<file path="src/shared/ucp_pkg.sv">
package ucp_pkg;

  // register byte addresses on the bus, one aligned word each
  localparam logic [7:0] ADDR_BAUD_HIGH = 8'h00;
  localparam logic [7:0] ADDR_BAUD_LOW  = 8'h04;
  localparam logic [7:0] ADDR_CTRL_ONE  = 8'h08;
  localparam logic [7:0] ADDR_CTRL_TWO  = 8'h0c;
  localparam logic [7:0] ADDR_STAT_ONE  = 8'h10;
  localparam logic [7:0] ADDR_DATA_HIGH = 8'h14;
  localparam logic [7:0] ADDR_DATA_LOW  = 8'h18;

  // control_reg_one field positions
  localparam int unsigned CR1_CHAR9_BIT   = 4;
  localparam int unsigned CR1_PAR_EN_BIT  = 1;
  localparam int unsigned CR1_PAR_ODD_BIT = 0;
  localparam logic [7:0]  CR1_MASK        = 8'h13;

  // control_reg_two field positions
  localparam int unsigned CR2_TXE_IRQ_BIT = 7;
  localparam int unsigned CR2_RXF_IRQ_BIT = 5;
  localparam int unsigned CR2_TX_EN_BIT   = 3;
  localparam int unsigned CR2_RX_ON_BIT   = 2;
  localparam int unsigned CR2_BREAK_BIT   = 0;
  localparam logic [7:0]  CR2_MASK        = 8'had;

  // status_reg_one and data_reg_high field positions
  localparam int unsigned SR1_TX_BUFFER_EMPTY_BIT = 7;
  localparam int unsigned SR1_TC_BIT   = 6;
  localparam int unsigned SR1_RX_BUFFER_FULL_BIT = 5;
  localparam int unsigned SR1_FE_BIT   = 1;
  localparam int unsigned DRH_RX9_BIT  = 7;
  localparam int unsigned DRH_TX9_BIT  = 6;

  // reset values
  localparam logic [12:0] BAUD_RESET = 13'h0000;
  localparam logic [7:0]  CR1_RESET  = 8'h00;
  localparam logic [7:0]  CR2_RESET  = 8'h00;
  localparam logic        TX_BUFFER_EMPTY_RESET = 1'b1;

  // bit timing in receiver clock ticks (16 per bit)
  localparam logic [3:0] RT_LAST_PHASE   = 4'hf;
  localparam logic [3:0] TX_LOAD_TICKS   = 4'h9;
  localparam logic [3:0] TX_LOAD_PHASE   = TX_LOAD_TICKS - 4'h1;
  localparam logic [3:0] RX_SAMPLE_PHASE = 4'h7;

  // character lengths in bits
  localparam logic [3:0] LEN_8       = 4'ha;
  localparam logic [3:0] LEN_9       = 4'hb;
  localparam logic [3:0] BRK_TAIL    = 4'h1;
  localparam logic [3:0] RX_STOP_8   = 4'h9;
  localparam logic [3:0] RX_STOP_9   = 4'ha;

  // bus responses
  localparam logic [1:0] RESP_OKAY   = 2'h0;
  localparam logic [1:0] RESP_SLVERR = 2'h2;

  typedef struct packed {
    logic [4:0]  baud_hi_pend;
    logic [12:0] divisor;
    logic [12:0] baud_cnt;
    logic [7:0]  cr1;
    logic [7:0]  cr2;
    logic [7:0]  tx_buf;
    logic        tx_ninth_bit;
    logic        tx_buffer_empty;
    logic        tx_buffer_empty_armed;
    logic [10:0] tx_sr;
    logic [3:0]  tx_left;
    logic [3:0]  tx_phase;
    logic [10:0] pend_sr;
    logic [3:0]  pend_len;
    logic        pend_valid;
    logic        preamble_req;
    logic        after_break;
    logic        tx_out;
    logic        tx_oe;
    logic        rx_s1;
    logic        rx_s2;
    logic        rx_prev;
    logic        rx_busy;
    logic [3:0]  rx_phase;
    logic [3:0]  rx_bit;
    logic [9:0]  rx_sh;
    logic [7:0]  rx_data;
    logic        rx_ninth_bit;
    logic        rx_buffer_full;
    logic        framing_fault;
    logic        rx_buffer_full_armed;
    logic        aw_got;
    logic [7:0]  aw_addr;
    logic        w_got;
    logic [7:0]  w_data;
    logic        w_lane0;
    logic        bvalid;
    logic [1:0]  bresp;
    logic        rvalid;
    logic [1:0]  rresp;
    logic [7:0]  rdata;
  } ucp_state_type;

endpackage

</file>
<file path="src/ucp_uart_path.sv">
// Operation
// RQ1: nine-bit mode sends tx_ninth_bit as data bit 8.
// RQ2: buffered data enters shift register, framed by start and stop bits.
// RQ3: every buffer to shift register move sets tx_buffer_empty.
// RQ4: next character moves in nine-sixteenths into the previous stop bit.
// RQ5: tx_buffer_empty reads one after reset.
// RQ6: a written character waits until tx_buffer_empty is cleared.
// RQ7: tx_enable rising loads preamble of 10 or 11 ones first.
// RQ8: start bit zero at shift register lsb, stop bit one at msb.
// RQ9: odd or even parity replaces the character's most significant bit.
// RQ10: tx_buffer_empty with its enable raises the transmit interrupt.
// RQ11: line idles high; clearing tx_enable lets current frame finish.
// RQ12: tx_enable off then on during a frame queues one idle character.
// RQ13: software restores tx_enable before the current stop bit leaves.
// RQ14: send_break keeps loading all-zero characters of character length.
// RQ15: after send_break clears, finish break then send at least one one.
// RQ16: idle characters are all ones of character length.
// RQ17: received break sets framing_fault and rx_buffer_full, clears data.
// RQ18: transmit pin released when disabled and nothing in progress.
// RQ19: complete received frame moves to data register, sets rx_buffer_full.
// RQ20: rx_buffer_full with its enable raises the receive interrupt.
// RQ21: nine-bit mode stores received bit 8 in rx_ninth_bit.
// RQ22: divisor takes effect on low byte write; zero stops the generator.
// RQ23: 13-bit modulus counter gives 16x clock; divided by 16 for transmit.
// RQ24: status read with flag set, then data write, clears tx_buffer_empty.
//
// Our own choices: the AXI4-Lite register port and the register addresses.
`timescale 1ns/1ps
`default_nettype none

module ucp_uart_path
(
  input  wire logic        aclk,
  input  wire logic        aresetn,
  input  wire logic [7:0]  s_axi_awaddr,
  input  wire logic [2:0]  s_axi_awprot,
  input  wire logic        s_axi_awvalid,
  output logic             s_axi_awready,
  input  wire logic [31:0] s_axi_wdata,
  input  wire logic [3:0]  s_axi_wstrb,
  input  wire logic        s_axi_wvalid,
  output logic             s_axi_wready,
  output logic [1:0]       s_axi_bresp,
  output logic             s_axi_bvalid,
  input  wire logic        s_axi_bready,
  input  wire logic [7:0]  s_axi_araddr,
  input  wire logic [2:0]  s_axi_arprot,
  input  wire logic        s_axi_arvalid,
  output logic             s_axi_arready,
  output logic [31:0]      s_axi_rdata,
  output logic [1:0]       s_axi_rresp,
  output logic             s_axi_rvalid,
  input  wire logic        s_axi_rready,
  output logic             tx_out,
  output logic             tx_oe,
  input  wire logic        rx_in,
  output logic             tx_irq,
  output logic             rx_irq
);

  typedef enum {
    REG_BAUD_HIGH,
    REG_BAUD_LOW,
    REG_CTRL_ONE,
    REG_CTRL_TWO,
    REG_STAT_ONE,
    REG_DATA_HIGH,
    REG_DATA_LOW,
    REG_NONE
  } ucp_reg_type;

  ucp_pkg::ucp_state_type s_r;
  ucp_pkg::ucp_state_type s_nxt;

  logic        rt_tick;
  logic        char9;
  logic        ld_go;
  logic [10:0] ld_sr;
  logic [3:0]  ld_len;
  logic        ld_is_data;
  logic        ld_point;
  logic [9:0]  rx_fin;
  logic [3:0]  rx_stop_idx;
  logic        tx_done;
  ucp_reg_type rd_reg;
  ucp_reg_type wr_reg;

  // address decode shared by the read and write paths
  function automatic ucp_reg_type decode(input logic [7:0] addr);
    case (addr)
      ucp_pkg::ADDR_BAUD_HIGH: decode = REG_BAUD_HIGH;
      ucp_pkg::ADDR_BAUD_LOW:  decode = REG_BAUD_LOW;
      ucp_pkg::ADDR_CTRL_ONE:  decode = REG_CTRL_ONE;
      ucp_pkg::ADDR_CTRL_TWO:  decode = REG_CTRL_TWO;
      ucp_pkg::ADDR_STAT_ONE:  decode = REG_STAT_ONE;
      ucp_pkg::ADDR_DATA_HIGH: decode = REG_DATA_HIGH;
      ucp_pkg::ADDR_DATA_LOW:  decode = REG_DATA_LOW;
      default:                 decode = REG_NONE;
    endcase
  endfunction

  // data frame: start at lsb, stop at msb, parity over the data bits
  function automatic logic [10:0] build_frame
  (
    input logic [7:0] d,
    input logic       t8,
    input logic       nine,
    input logic       par_en,
    input logic       par_odd
  );
    logic [7:0] dd;
    logic       b8;
    dd = d;
    b8 = t8;
    if (nine)
    begin
      if (par_en)
      begin
        b8 = (^d) ^ par_odd; // RQ9
      end
      build_frame = {1'b1, b8, dd, 1'b0}; // RQ1 RQ8
    end
    else
    begin
      if (par_en)
      begin
        dd[7] = (^d[6:0]) ^ par_odd; // RQ9
      end
      build_frame = {2'b11, dd, 1'b0}; // RQ8
    end
  endfunction

  // status byte, built from live flags
  function automatic logic [7:0] stat_byte(input ucp_pkg::ucp_state_type st, input logic done);
    logic [7:0] v;
    v = 8'h00;
    v[ucp_pkg::SR1_TX_BUFFER_EMPTY_BIT] = st.tx_buffer_empty;
    v[ucp_pkg::SR1_TC_BIT]   = done;
    v[ucp_pkg::SR1_RX_BUFFER_FULL_BIT] = st.rx_buffer_full;
    v[ucp_pkg::SR1_FE_BIT]   = st.framing_fault;
    stat_byte = v;
  endfunction

  // handshake outputs straight from the state
  assign s_axi_awready = !s_r.aw_got && !s_r.bvalid;
  assign s_axi_wready  = !s_r.w_got && !s_r.bvalid;
  assign s_axi_arready = !s_r.rvalid;
  assign s_axi_bvalid  = s_r.bvalid;
  assign s_axi_bresp   = s_r.bresp;
  assign s_axi_rvalid  = s_r.rvalid;
  assign s_axi_rresp   = s_r.rresp;
  assign s_axi_rdata   = {24'h00_0000, s_r.rdata};
  assign tx_out        = s_r.tx_out;
  assign tx_oe         = s_r.tx_oe;
  // interrupt requests are plain flag-and-enable terms
  assign tx_irq = s_r.tx_buffer_empty && s_r.cr2[ucp_pkg::CR2_TXE_IRQ_BIT]; // RQ10
  assign rx_irq = s_r.rx_buffer_full && s_r.cr2[ucp_pkg::CR2_RXF_IRQ_BIT]; // RQ20

  // whole next-state computation; software effects first so hardware sets win
  always_comb
  begin
    s_nxt       = s_r;
    char9       = s_r.cr1[ucp_pkg::CR1_CHAR9_BIT];
    tx_done     = (s_r.tx_left == 4'h0) && !s_r.pend_valid;
    rd_reg      = decode(s_axi_araddr);
    wr_reg      = decode(s_r.aw_addr);
    rt_tick     = 1'b0;
    ld_go       = 1'b0;
    ld_sr       = 11'h7ff;
    ld_len      = 4'h0;
    ld_is_data  = 1'b0;
    ld_point    = 1'b0;
    rx_fin      = {s_r.rx_s2, s_r.rx_sh[9:1]};
    rx_stop_idx = char9 ? ucp_pkg::RX_STOP_9 : ucp_pkg::RX_STOP_8;

    // write channel capture, address and data in either order
    if (s_axi_awvalid && s_axi_awready)
    begin
      s_nxt.aw_got  = 1'b1;
      s_nxt.aw_addr = s_axi_awaddr;
    end
    if (s_axi_wvalid && s_axi_wready)
    begin
      s_nxt.w_got   = 1'b1;
      s_nxt.w_data  = s_axi_wdata[7:0];
      s_nxt.w_lane0 = s_axi_wstrb[0];
    end
    if (s_r.bvalid && s_axi_bready)
    begin
      s_nxt.bvalid = 1'b0;
    end

    // perform the write once both halves are held
    if (s_r.aw_got && s_r.w_got && !s_r.bvalid)
    begin
      s_nxt.aw_got = 1'b0;
      s_nxt.w_got  = 1'b0;
      s_nxt.bvalid = 1'b1;
      s_nxt.bresp  = (wr_reg == REG_NONE) ? ucp_pkg::RESP_SLVERR : ucp_pkg::RESP_OKAY;
      if (s_r.w_lane0)
      begin
        case (wr_reg)
          REG_BAUD_HIGH: s_nxt.baud_hi_pend = s_r.w_data[4:0]; // RQ22
          REG_BAUD_LOW:
          begin
            s_nxt.divisor  = {s_r.baud_hi_pend, s_r.w_data}; // RQ22
            s_nxt.baud_cnt = 13'h0000;
          end
          REG_CTRL_ONE:  s_nxt.cr1 = s_r.w_data & ucp_pkg::CR1_MASK;
          REG_CTRL_TWO:
          begin
            s_nxt.cr2 = s_r.w_data & ucp_pkg::CR2_MASK;
            // a rising enable queues a preamble, also mid-frame
            if (s_r.w_data[ucp_pkg::CR2_TX_EN_BIT] && !s_r.cr2[ucp_pkg::CR2_TX_EN_BIT])
            begin
              s_nxt.preamble_req = 1'b1; // RQ7 RQ12
            end
          end
          REG_DATA_HIGH: s_nxt.tx_ninth_bit = s_r.w_data[ucp_pkg::DRH_TX9_BIT];
          REG_DATA_LOW:
          begin
            s_nxt.tx_buf = s_r.w_data;
            if (s_r.tx_buffer_empty_armed)
            begin
              s_nxt.tx_buffer_empty = 1'b0; // RQ24
              s_nxt.tx_buffer_empty_armed      = 1'b0;
            end
          end
          default: ;
        endcase
      end
    end

    // read channel: answer one cycle after the address is taken
    if (s_r.rvalid && s_axi_rready)
    begin
      s_nxt.rvalid = 1'b0;
    end
    if (s_axi_arvalid && !s_r.rvalid)
    begin
      s_nxt.rvalid = 1'b1;
      s_nxt.rresp  = (rd_reg == REG_NONE) ? ucp_pkg::RESP_SLVERR : ucp_pkg::RESP_OKAY;
      case (rd_reg)
        REG_BAUD_HIGH: s_nxt.rdata = {3'h0, s_r.divisor[12:8]};
        REG_BAUD_LOW:  s_nxt.rdata = s_r.divisor[7:0];
        REG_CTRL_ONE:  s_nxt.rdata = s_r.cr1;
        REG_CTRL_TWO:  s_nxt.rdata = s_r.cr2;
        REG_STAT_ONE:
        begin
          s_nxt.rdata = stat_byte(s_r, tx_done);
          // arming only counts while the flag is seen set
          if (s_r.tx_buffer_empty)
          begin
            s_nxt.tx_buffer_empty_armed = 1'b1; // RQ24
          end
          if (s_r.rx_buffer_full)
          begin
            s_nxt.rx_buffer_full_armed = 1'b1;
          end
        end
        REG_DATA_HIGH: s_nxt.rdata = {s_r.rx_ninth_bit, s_r.tx_ninth_bit, 6'h00};
        REG_DATA_LOW:
        begin
          s_nxt.rdata = s_r.rx_data;
          if (s_r.rx_buffer_full_armed)
          begin
            s_nxt.rx_buffer_full = 1'b0;
            s_nxt.rx_buffer_full_armed     = 1'b0;
          end
        end
        default:       s_nxt.rdata = 8'h00;
      endcase
    end

    // modulus counter; zero divisor holds the generator still
    if (s_r.divisor != 13'h0000)
    begin
      if (s_r.baud_cnt >= s_r.divisor - 13'h0001)
      begin
        s_nxt.baud_cnt = 13'h0000;
        rt_tick        = 1'b1; // RQ23
      end
      else
      begin
        s_nxt.baud_cnt = s_r.baud_cnt + 13'h0001;
      end
    end // RQ22

    // load choice: preamble, then break, then break tail, then data
    if (s_r.cr2[ucp_pkg::CR2_TX_EN_BIT])
    begin
      if (s_r.preamble_req)
      begin
        ld_go  = 1'b1;
        ld_sr  = 11'h7ff; // RQ16
        ld_len = char9 ? ucp_pkg::LEN_9 : ucp_pkg::LEN_8; // RQ7
      end
      else if (s_r.cr2[ucp_pkg::CR2_BREAK_BIT])
      begin
        ld_go  = 1'b1;
        ld_sr  = 11'h000;
        ld_len = char9 ? ucp_pkg::LEN_9 : ucp_pkg::LEN_8; // RQ14
      end
      else if (s_r.after_break)
      begin
        ld_go  = 1'b1;
        ld_sr  = 11'h7ff;
        ld_len = ucp_pkg::BRK_TAIL; // RQ15
      end
      else if (!s_r.tx_buffer_empty)
      begin
        ld_go      = 1'b1; // RQ6
        ld_is_data = 1'b1;
        ld_sr      = build_frame(s_r.tx_buf, s_r.tx_ninth_bit, char9,
                                 s_r.cr1[ucp_pkg::CR1_PAR_EN_BIT],
                                 s_r.cr1[ucp_pkg::CR1_PAR_ODD_BIT]); // RQ2
        ld_len     = char9 ? ucp_pkg::LEN_9 : ucp_pkg::LEN_8;
      end
    end

    // transmitter: one bit per 16 ticks, lsb first
    if (rt_tick)
    begin
      ld_point = ((s_r.tx_left == 4'h1) && (s_r.tx_phase == ucp_pkg::TX_LOAD_PHASE)
                  && !s_r.pend_valid) || tx_done; // RQ4
      if (s_r.tx_left != 4'h0)
      begin
        if (s_r.tx_phase == ucp_pkg::RT_LAST_PHASE)
        begin
          s_nxt.tx_phase = 4'h0;
          s_nxt.tx_sr    = {1'b1, s_r.tx_sr[10:1]};
          s_nxt.tx_left  = s_r.tx_left - 4'h1;
          // the staged character follows the stop bit with no gap
          if ((s_r.tx_left == 4'h1) && s_r.pend_valid)
          begin
            s_nxt.tx_sr      = s_r.pend_sr;
            s_nxt.tx_left    = s_r.pend_len;
            s_nxt.pend_valid = 1'b0;
          end
        end
        else
        begin
          s_nxt.tx_phase = s_r.tx_phase + 4'h1;
        end
      end
      if (ld_point && ld_go)
      begin
        if (tx_done)
        begin
          s_nxt.tx_sr    = ld_sr;
          s_nxt.tx_left  = ld_len;
          s_nxt.tx_phase = 4'h0;
        end
        else
        begin
          s_nxt.pend_sr    = ld_sr;
          s_nxt.pend_len   = ld_len;
          s_nxt.pend_valid = 1'b1;
        end
        if (s_r.preamble_req)
        begin
          s_nxt.preamble_req = 1'b0;
        end
        else if (s_r.cr2[ucp_pkg::CR2_BREAK_BIT])
        begin
          s_nxt.after_break = 1'b1; // RQ15
        end
        else if (s_r.after_break)
        begin
          s_nxt.after_break = 1'b0;
        end
        if (ld_is_data)
        begin
          s_nxt.tx_buffer_empty = 1'b1; // RQ3
          s_nxt.tx_buffer_empty_armed      = 1'b0;
        end
      end
    end

    // line level follows the shift register; pin owned while shifting, staged or enabled
    s_nxt.tx_out = (s_nxt.tx_left != 4'h0) ? s_nxt.tx_sr[0] : 1'b1; // RQ11
    s_nxt.tx_oe  = (s_nxt.tx_left != 4'h0) || s_nxt.pend_valid
                   || s_nxt.cr2[ucp_pkg::CR2_TX_EN_BIT]; // RQ18

    // rx pin through two flops; the first feeds only the second
    s_nxt.rx_s1   = rx_in;
    s_nxt.rx_s2   = s_r.rx_s1;
    s_nxt.rx_prev = s_r.rx_s2;

    // receiver: simple mid-bit sampling, no majority vote
    if (rt_tick)
    begin
      if (!s_r.rx_busy)
      begin
        if (s_r.cr2[ucp_pkg::CR2_RX_ON_BIT] && s_r.rx_prev && !s_r.rx_s2)
        begin
          s_nxt.rx_busy  = 1'b1;
          s_nxt.rx_phase = 4'h0;
          s_nxt.rx_bit   = 4'h0;
        end
      end
      else
      begin
        s_nxt.rx_phase = s_r.rx_phase + 4'h1;
        if (s_r.rx_phase == ucp_pkg::RX_SAMPLE_PHASE)
        begin
          if (s_r.rx_bit == 4'h0)
          begin
            // a high start sample was a glitch: drop back to search
            s_nxt.rx_busy = !s_r.rx_s2;
            s_nxt.rx_bit  = 4'h1;
          end
          else
          begin
            s_nxt.rx_sh  = rx_fin;
            s_nxt.rx_bit = s_r.rx_bit + 4'h1;
            if (s_r.rx_bit == rx_stop_idx)
            begin
              s_nxt.rx_busy        = 1'b0;
              s_nxt.rx_data        = char9 ? rx_fin[7:0] : rx_fin[8:1]; // RQ19
              s_nxt.rx_ninth_bit   = char9 ? rx_fin[8] : 1'b0; // RQ21
              s_nxt.framing_fault  = !rx_fin[9];
              s_nxt.rx_buffer_full = 1'b1; // RQ19
              s_nxt.rx_buffer_full_armed     = 1'b0;
              // break: all-zero frame, registers cleared
              if (rx_fin == 10'h000)
              begin
                s_nxt.rx_data      = 8'h00; // RQ17
                s_nxt.rx_ninth_bit = 1'b0;
              end
            end
          end
        end
      end
    end
  end

  // single state register; reset constants only
  always_ff @(posedge aclk)
  begin
    if (!aresetn)
    begin
      s_r                 <= '0;
      s_r.divisor         <= ucp_pkg::BAUD_RESET;
      s_r.cr1             <= ucp_pkg::CR1_RESET;
      s_r.cr2             <= ucp_pkg::CR2_RESET;
      s_r.tx_buffer_empty <= ucp_pkg::TX_BUFFER_EMPTY_RESET; // RQ5
      s_r.tx_sr           <= 11'h7ff;
      s_r.tx_out          <= 1'b1;
      s_r.rx_s1           <= 1'b1;
      s_r.rx_s2           <= 1'b1;
      s_r.rx_prev         <= 1'b1;
    end
    else
    begin
      s_r <= s_nxt;
    end
  end

endmodule

`default_nettype wire

</file>
<file path="config.mk">
export PLATFORM = sky130hd
export DESIGN_NAME = ucp_uart_path
export DESIGN_NICKNAME = d
export VERILOG_FILES = /design/src/shared/ucp_pkg.sv /design/src/ucp_uart_path.sv
export SDC_FILE = /design/constraint.sdc
export NUM_CORES = 1
export LEC_CHECK = 0
export ABC_CLOCK_PERIOD_IN_PS = 6200
export BUFFER_PORTS_ARGS = -buffer_cell sky130_fd_sc_hd__buf_2
export CAP_MARGIN = 10
export CORE_AREA = 2 2 102 202
export CTS_CLUSTER_SIZE = 8
export DETAILED_ROUTE_END_ITERATION = 16
export DIE_AREA = 0 0 104 204
export REMOVE_ABC_BUFFERS = 1
export SYNTH_ARGS = -nofsm -noshare
export SYNTH_HDL_FRONTEND = slang
export SYNTH_SLANG_ARGS = --single-unit
</file>
<file path="constraint.sdc">
create_clock -name aclk -period 6.2 [get_ports aclk]
set_clock_uncertainty 0.2 [all_clocks]
set_input_delay 0.62 -clock aclk [delete_from_list [all_inputs] [get_ports aclk]]
set_output_delay 0.62 -clock aclk [all_outputs]
set_load 0.05 [all_outputs]
</file>
# Yosys cells after proc, flatten, opt, wreduce, memory -nomap -nowiden
# Cells that the tools add are included.
classes:
  add_sub_neg: 6
  n_mul: 0
  n_div: 0
  order_cmp: 1
  n_eq_ne: 31
  shifts: 0
  mux: 88
  bitwise_logic: 6
  n_reduce_logical: 62
ops:
  columns: ["cell", "count"]
  rows:
  - ["$eq A32 B3 Y1 const B", 5]
  - ["$eq A32 B2 Y1 const B", 4]
  - ["$mux W40", 2]
  - ["$mux W39", 2]
  - ["$eq A32 B1 Y1 const B", 2]
  - ["$eq A32 B4 Y1 const B", 2]
  - ["$logic_not A32 Y1", 2]
  - ["$pmux W8 S7", 1]
  - ["$eq A8 B5 Y1 const B", 6]
  - ["$mux W11", 4]
  - ["$pmux W3 S7", 2]
  - ["$mux W1", 39]
  - ["$mux W13", 3]
  - ["$mux W19", 2]
  - ["$eq A8 B4 Y1 const B", 4]
  - ["$mux W10", 3]
  - ["$mux W15", 2]
  - ["$reduce_and A3 Y1", 10]
  - ["$mux W4", 7]
  - ["$mux W9", 3]
  - ["$mux W26", 1]
  - ["$mux W8", 3]
  - ["$mux W22", 1]
  - ["$logic_and A1 B1 Y1", 19]
  - ["33 further kinds", 65]
totals:
  regBits: 156
  latch_bits: 0
  ramBits: 0
  mem_bits_ro: 0
  input_bits: 66
  output_inout_bits: 45
  elab_cells: 237
  mem_count: 0

# Depth between registers and ports, before layout
depth:
  depth_word: 15
  ltp_mapped: 15
  ltp_nobuf: 13

# Worst setup path before layout
# No wires, ideal clock.
synth_timing:
  kind: "register -> register"
  from: "register s_r[148] (netlist bit)"
  to: "register s_r, in the netlist tx_oe"
  setup_ns: 0.115
  arrival_time_ns: 3.228
  required_time_ns: 5.885
  slack_ns: 2.658
  path_stages_with_launch: 14
  path_buffers: 1
  synth_period_minus_slack_ns: 3.542
  cell_sequence: "dfxtp_1 > nor4_1 > nor4b_1 > nand2_1 > xor2_1 > ha_1 > nand2_1 > o21ai_0 > a211oi_1 > or2_1 > buf_6 > nor4_1 > o211ai_2 > o21a_1"
synth_between:
  elab_chain_len: 8
  word_cells_on_any_way: 9
  classes_between: "add/sub: 1; order compare: 1; mux: 3; reduce/logical: 4"
synth_rtl:
  columns: ["item", "line_no", "source"]
  rows:
  - ["from (decl)", "ucp_uart_path.sv:72", "ucp_pkg::ucp_state_type s_r;"]
  - ["from (signal assigned)", "ucp_uart_path.sv:456", "s_r <= s_nxt;"]
  - ["$sub A13 B1 Y13", "ucp_uart_path.sv:278", "if (s_r.baud_cnt >= s_r.divisor - 13'h0001)"]
  - ["$ge A13 B13 Y1", "ucp_uart_path.sv:278", null]
  - ["$mux W1", "ucp_uart_path.sv:278", null]
  - ["$mux W1 *", "ucp_uart_path.sv:276", "if (s_r.divisor != 13'h0000)"]
  - ["$mux W39 *", "ucp_uart_path.sv:322", "if (rt_tick)"]
  - ["$reduce_bool A4 Y1", "ucp_uart_path.sv:382", "s_nxt.tx_oe = (s_nxt.tx_left != 4'h0) || s_nxt.pend_valid"]
  - ["$logic_or A1 B1 Y1 *", "ucp_uart_path.sv:382", null]
  - ["$logic_or A1 B1 Y1 *", "ucp_uart_path.sv:383", "|| s_nxt.cr2[ucp_pkg::CR2_TX_EN_BIT];"]
# Every way passes the cells marked *; elsewhere a longest branch is shown, timed or not.
# A chain may end at the register's enable or synchronous reset.

# Worst setup path in the final report
layout_timing:
  from: "register s_r[148] (netlist bit)"
  to: "register s_r[83] (netlist bit)"
layout_between:
  elab_chain_len: 5
  word_cells_on_any_way: 6
  classes_between: "add/sub: 1; order compare: 1; mux: 2; reduce/logical: 2"
layout_rtl:
  columns: ["item", "line_no"]
  rows:
  - ["$sub A13 B1 Y13", "ucp_uart_path.sv:278"]
  - ["$ge A13 B13 Y1", "ucp_uart_path.sv:278"]
  - ["$mux W1", "ucp_uart_path.sv:278"]
  - ["$mux W1 *", "ucp_uart_path.sv:276"]
  - ["$reduce_and A3 Y1 (no source line) *", null]
# Marked as above.

==> summary.txt <==
Floorplanning
  • Die ar.: around 21000 um2
  • Chip Width: around 100 um
  • Die height: between 200 and 250 um
  • Starting Density: 39.2%
  • Core box area: around 20000 um2
  • Row count: 73
  • Num ports: 111

Layout
  • Fill count: 2039
  • Diode count: 0
  • Share of layout cells above drive strength 1: 12.1%
  • Most frequent cells in the layout: dfxtp_1, nor2_1, nand2_1
  • # nets final: approximately 1.0k
  • Most common cell after layout, fill and taps aside: dfxtp_1
  • Synth-to-Final Area Change: 10.5%
  • Finished Core Util: around 43%

STA
  • Actual slew at the worst max-slew pin: 1.04 ns
  • Max_slew headroom: between 30% and 40%
  • Setup violators final: 0
  • Worst hold slack: 0.171 ns
  • Tcrit/Tclk final: approximately four fifths
  • Final setup TNS: 0 ns
  • Final hold violation count: 0
  • Fin crit period: ~5 ns
  • FMAX: around 0.20 GHz
  • RSZ-0062 raised after global routing: no
  • Slew Limit Fails: 0

GRT
  • Largest net degree at the start of global routing: 86
  • Grt total ovfl: 0
  • Total GRT Usage: between 10% and 20%
  • Initial antenna violation count: 0
  • First-pass GRT wire length: 31.9 mm
  • Vias in the first global route: approximately 6.2k

Pwr
  • Pwr Density: between 200 and 300 nW/um2
  • Logic pwr share: roughly 5.5%
  • Leak pwr: 3.55 nW
  • Sw Pwr: 0.000527 W
  • Worst vdd ir: between 0.0002 and 0.00025 V
  • Flop pwr share: about 45%
  • Clock Power Share: approximately 50%
  • Sw Share: a little under a quarter
  • Internal power: between 0.0015 and 0.002 W

Logic synthesis
  • Asr flop ratio synth: 0%
  • Synthesis-stage register bit count: 151
  • Main flop type after synthesis: dfxtp_1
  • Register area share after synthesis: between 30% and 40%
  • Post-synth EDFFs: 0
  • Distinct cells, synth: 70
  • Post-Synthesis Cell Area: about 7700 um2
  • YS warnings: 0
  • Cells after Synth: between 900 and 1k
  • Avg Cell Area, Syn: 8.24 um2

Placement
  • Port Buffers: 51
  • Post-DP HPWL: 14.3 mm
  • RePlAce Congestion: a little under 0.9

Worst setup path
  • Slowest cell on the critical path: nor3_2
  • Most frequent CP cell: nand2_1
  • Kind of start point of the critical path: register
  • Crit path DAT: 5.08 ns
  • CP bufs+invs: 1
  • Critical Path RT: 6.35 ns
  • FF-to-FF setup slack: about 1.3 ns
  • Crit-path cells: nor4_1 -> nor4b_1 -> nand2_1 -> xor2_1 -> ha_1 -> nand2_1 -> o21ai_0 -> a211oi_1 -> buf_4 -> or2_1 -> nor3_2 -> nor2_1 -> a211oi_2
  • WS Path Type: reg -> reg
  • CP top delay family: simple AND/OR/NAND/NOR gates
  • Crit path max fanout: 20
  • Setup crit end kind: register
  • Largest incremental delay on the critical path: around 0.96 ns

Drt
  • 1st-iter DRT viols: 290
  • Via Count: 6473
  • First-pass iteration count of the detailed router: 4
  • Routed WL per cell: 16.1 um
  • DRC errors left: 0
  • DRT Wirelength: approximately 20 mm
  • Antenna Nets Post-Route: 0
  • Vias per cell: about 5.3

Clock network
  • TritonCTS Buffers: 17
  • CTS tree: done
  • Clock-pin slew on the worst setup and hold paths: 0.06 ns
  • Clock latency at the later pin of the worst-skew pair: 0.43 ns
  • Sink Count: 151
  • Setup Fix Bufs, Post-CTS: 0
  • Clock root cell: clkbuf_16
  • Max Root-Sink Buffers: 2
  • Post-cts repair resize count: 0
  • H-Tree Depth: 4
  • Hold Buf Count CTS: 0

Run
  • Max_cap viols: 0

Run status
  • Outcome: completed

Min path
  • HP Class: in -> reg
[power groups by stage]
stage | Sequential [W] | Clock [W] | Combinational (W)
2_1_floorplan | 0.00102 | 0 | 0.0000819
3_3_place_gp | 0.00102 | 0 | 0.000122
4_1_cts | 0.000995 | 0.00113 | 0.000123
5_1_grt | 0.000996 | 0.00117 | 0.000133
3_5_place_dp | 0.00102 | 0 | 0.000122
6_report | 0.000995 | 0.00111 | 0.000122
[layout make-up]
type                    count  area (um2)  area share [%]
clock inverters            11         173            2.02
clock buffers              20         457            5.34
repair buffers             56         293            3.43
multi-input cells         698        4190            49.0
flip-flops and latches    151        3020            35.4
well taps                 262         328            3.83
inverters                  22        85.1           0.995
[stage by stage]
step	instances	cell area, um2	total power [W]	worst slack [ns]
floorplan	871	7290	0.00110	2.29
global placement	1189	7920	0.00114	1.25
CTS	1220	8550	0.00225	1.28
global route	1220	8550	0.00230	0.826
detailed placement	1189	7920	0.00114	1.34
finish	1220	8550	0.00223	1.27
[logic make-up after synthesis]
logic type	share of synthesized area (%)
AND/OR/NAND/NOR	22.3
AO/OA/AOI/OAI	16.2
flip-flops	39.1
buffers and inverters	8.08
multiplexers	8.63
adder cells (fa/ha/maj)	3.56
XOR/XNOR	2.15
other	0.0485
[worst paths after layout]
kind | startpoint | endpoint | cells after the start
setup / recovery | s_r[148]$_SDFFE_PN0P_ | s_r[83]$_SDFFE_PN0P_ | 13
hold / removal | s_axi_rready | s_axi_rvalid$_SDFFE_PN0P_ | 2
setup reg to reg | s_r[148]$_SDFFE_PN0P_ | s_r[83]$_SDFFE_PN0P_ | 13
hold reg to reg | s_nxt[65]$_SDFF_PN1_ | rx_fin[9]$_SDFF_PN1_ | 1
[routing by layer]
metal | up-vias | GRT usage [%] | share of wire, %
li1 | 3229 | - | -
met1 | 3093 | 18.5 | 37
met2 | 112 | 37.0 | 56
met3 | 39 | 3.32 | 2.6
met4 | 0 | 10.9 | 4.2
met5 | - | 0 | 0
[Yosys cell counts (4+ instances only)]
cell,instances,area (um2)
a211oi_1,13,97.6
a211oi_2,4,50.1
a21oi_1,80,400
a22o_1,7,61.3
a22oi_1,11,82.6
a31oi_1,8,50.1
a32oi_1,6,52.6
and2_1,8,50.1
and3_1,9,56.3
buf_2,8,40.0
buf_4,39,293
buf_6,5,56.3
clkbuf_1,38,143
dfxtp_1,151,3020
ha_1,22,275
inv_1,19,71.3
mux2_2,4,45.0
mux2i_1,60,601
nand2_1,115,432
nand2b_1,6,37.5
nand3_1,22,110
nand3b_1,9,67.6
nand4_1,7,43.8
nor2_1,129,484
nor2b_1,8,50.1
nor3_1,14,70.1
nor3b_1,5,37.5
nor4_1,7,43.8
o21ai_0,36,180
o22ai_1,10,62.6
or3_1,6,37.5
or4_1,4,30.0
xnor2_1,14,123
xor2_1,5,43.8
[state kept, by name (all words and copies together) (netlist names)]
register,count
tx_oe,1
s_axi_rvalid,1
char9,1
rx_fin,10
s_axi_bvalid,1
s_axi_rdata,8
s_axi_bresp,1
s_nxt,1
s_axi_rresp,1
tx_out,1
s_r,125
Power figures use the tool's default switching activity.
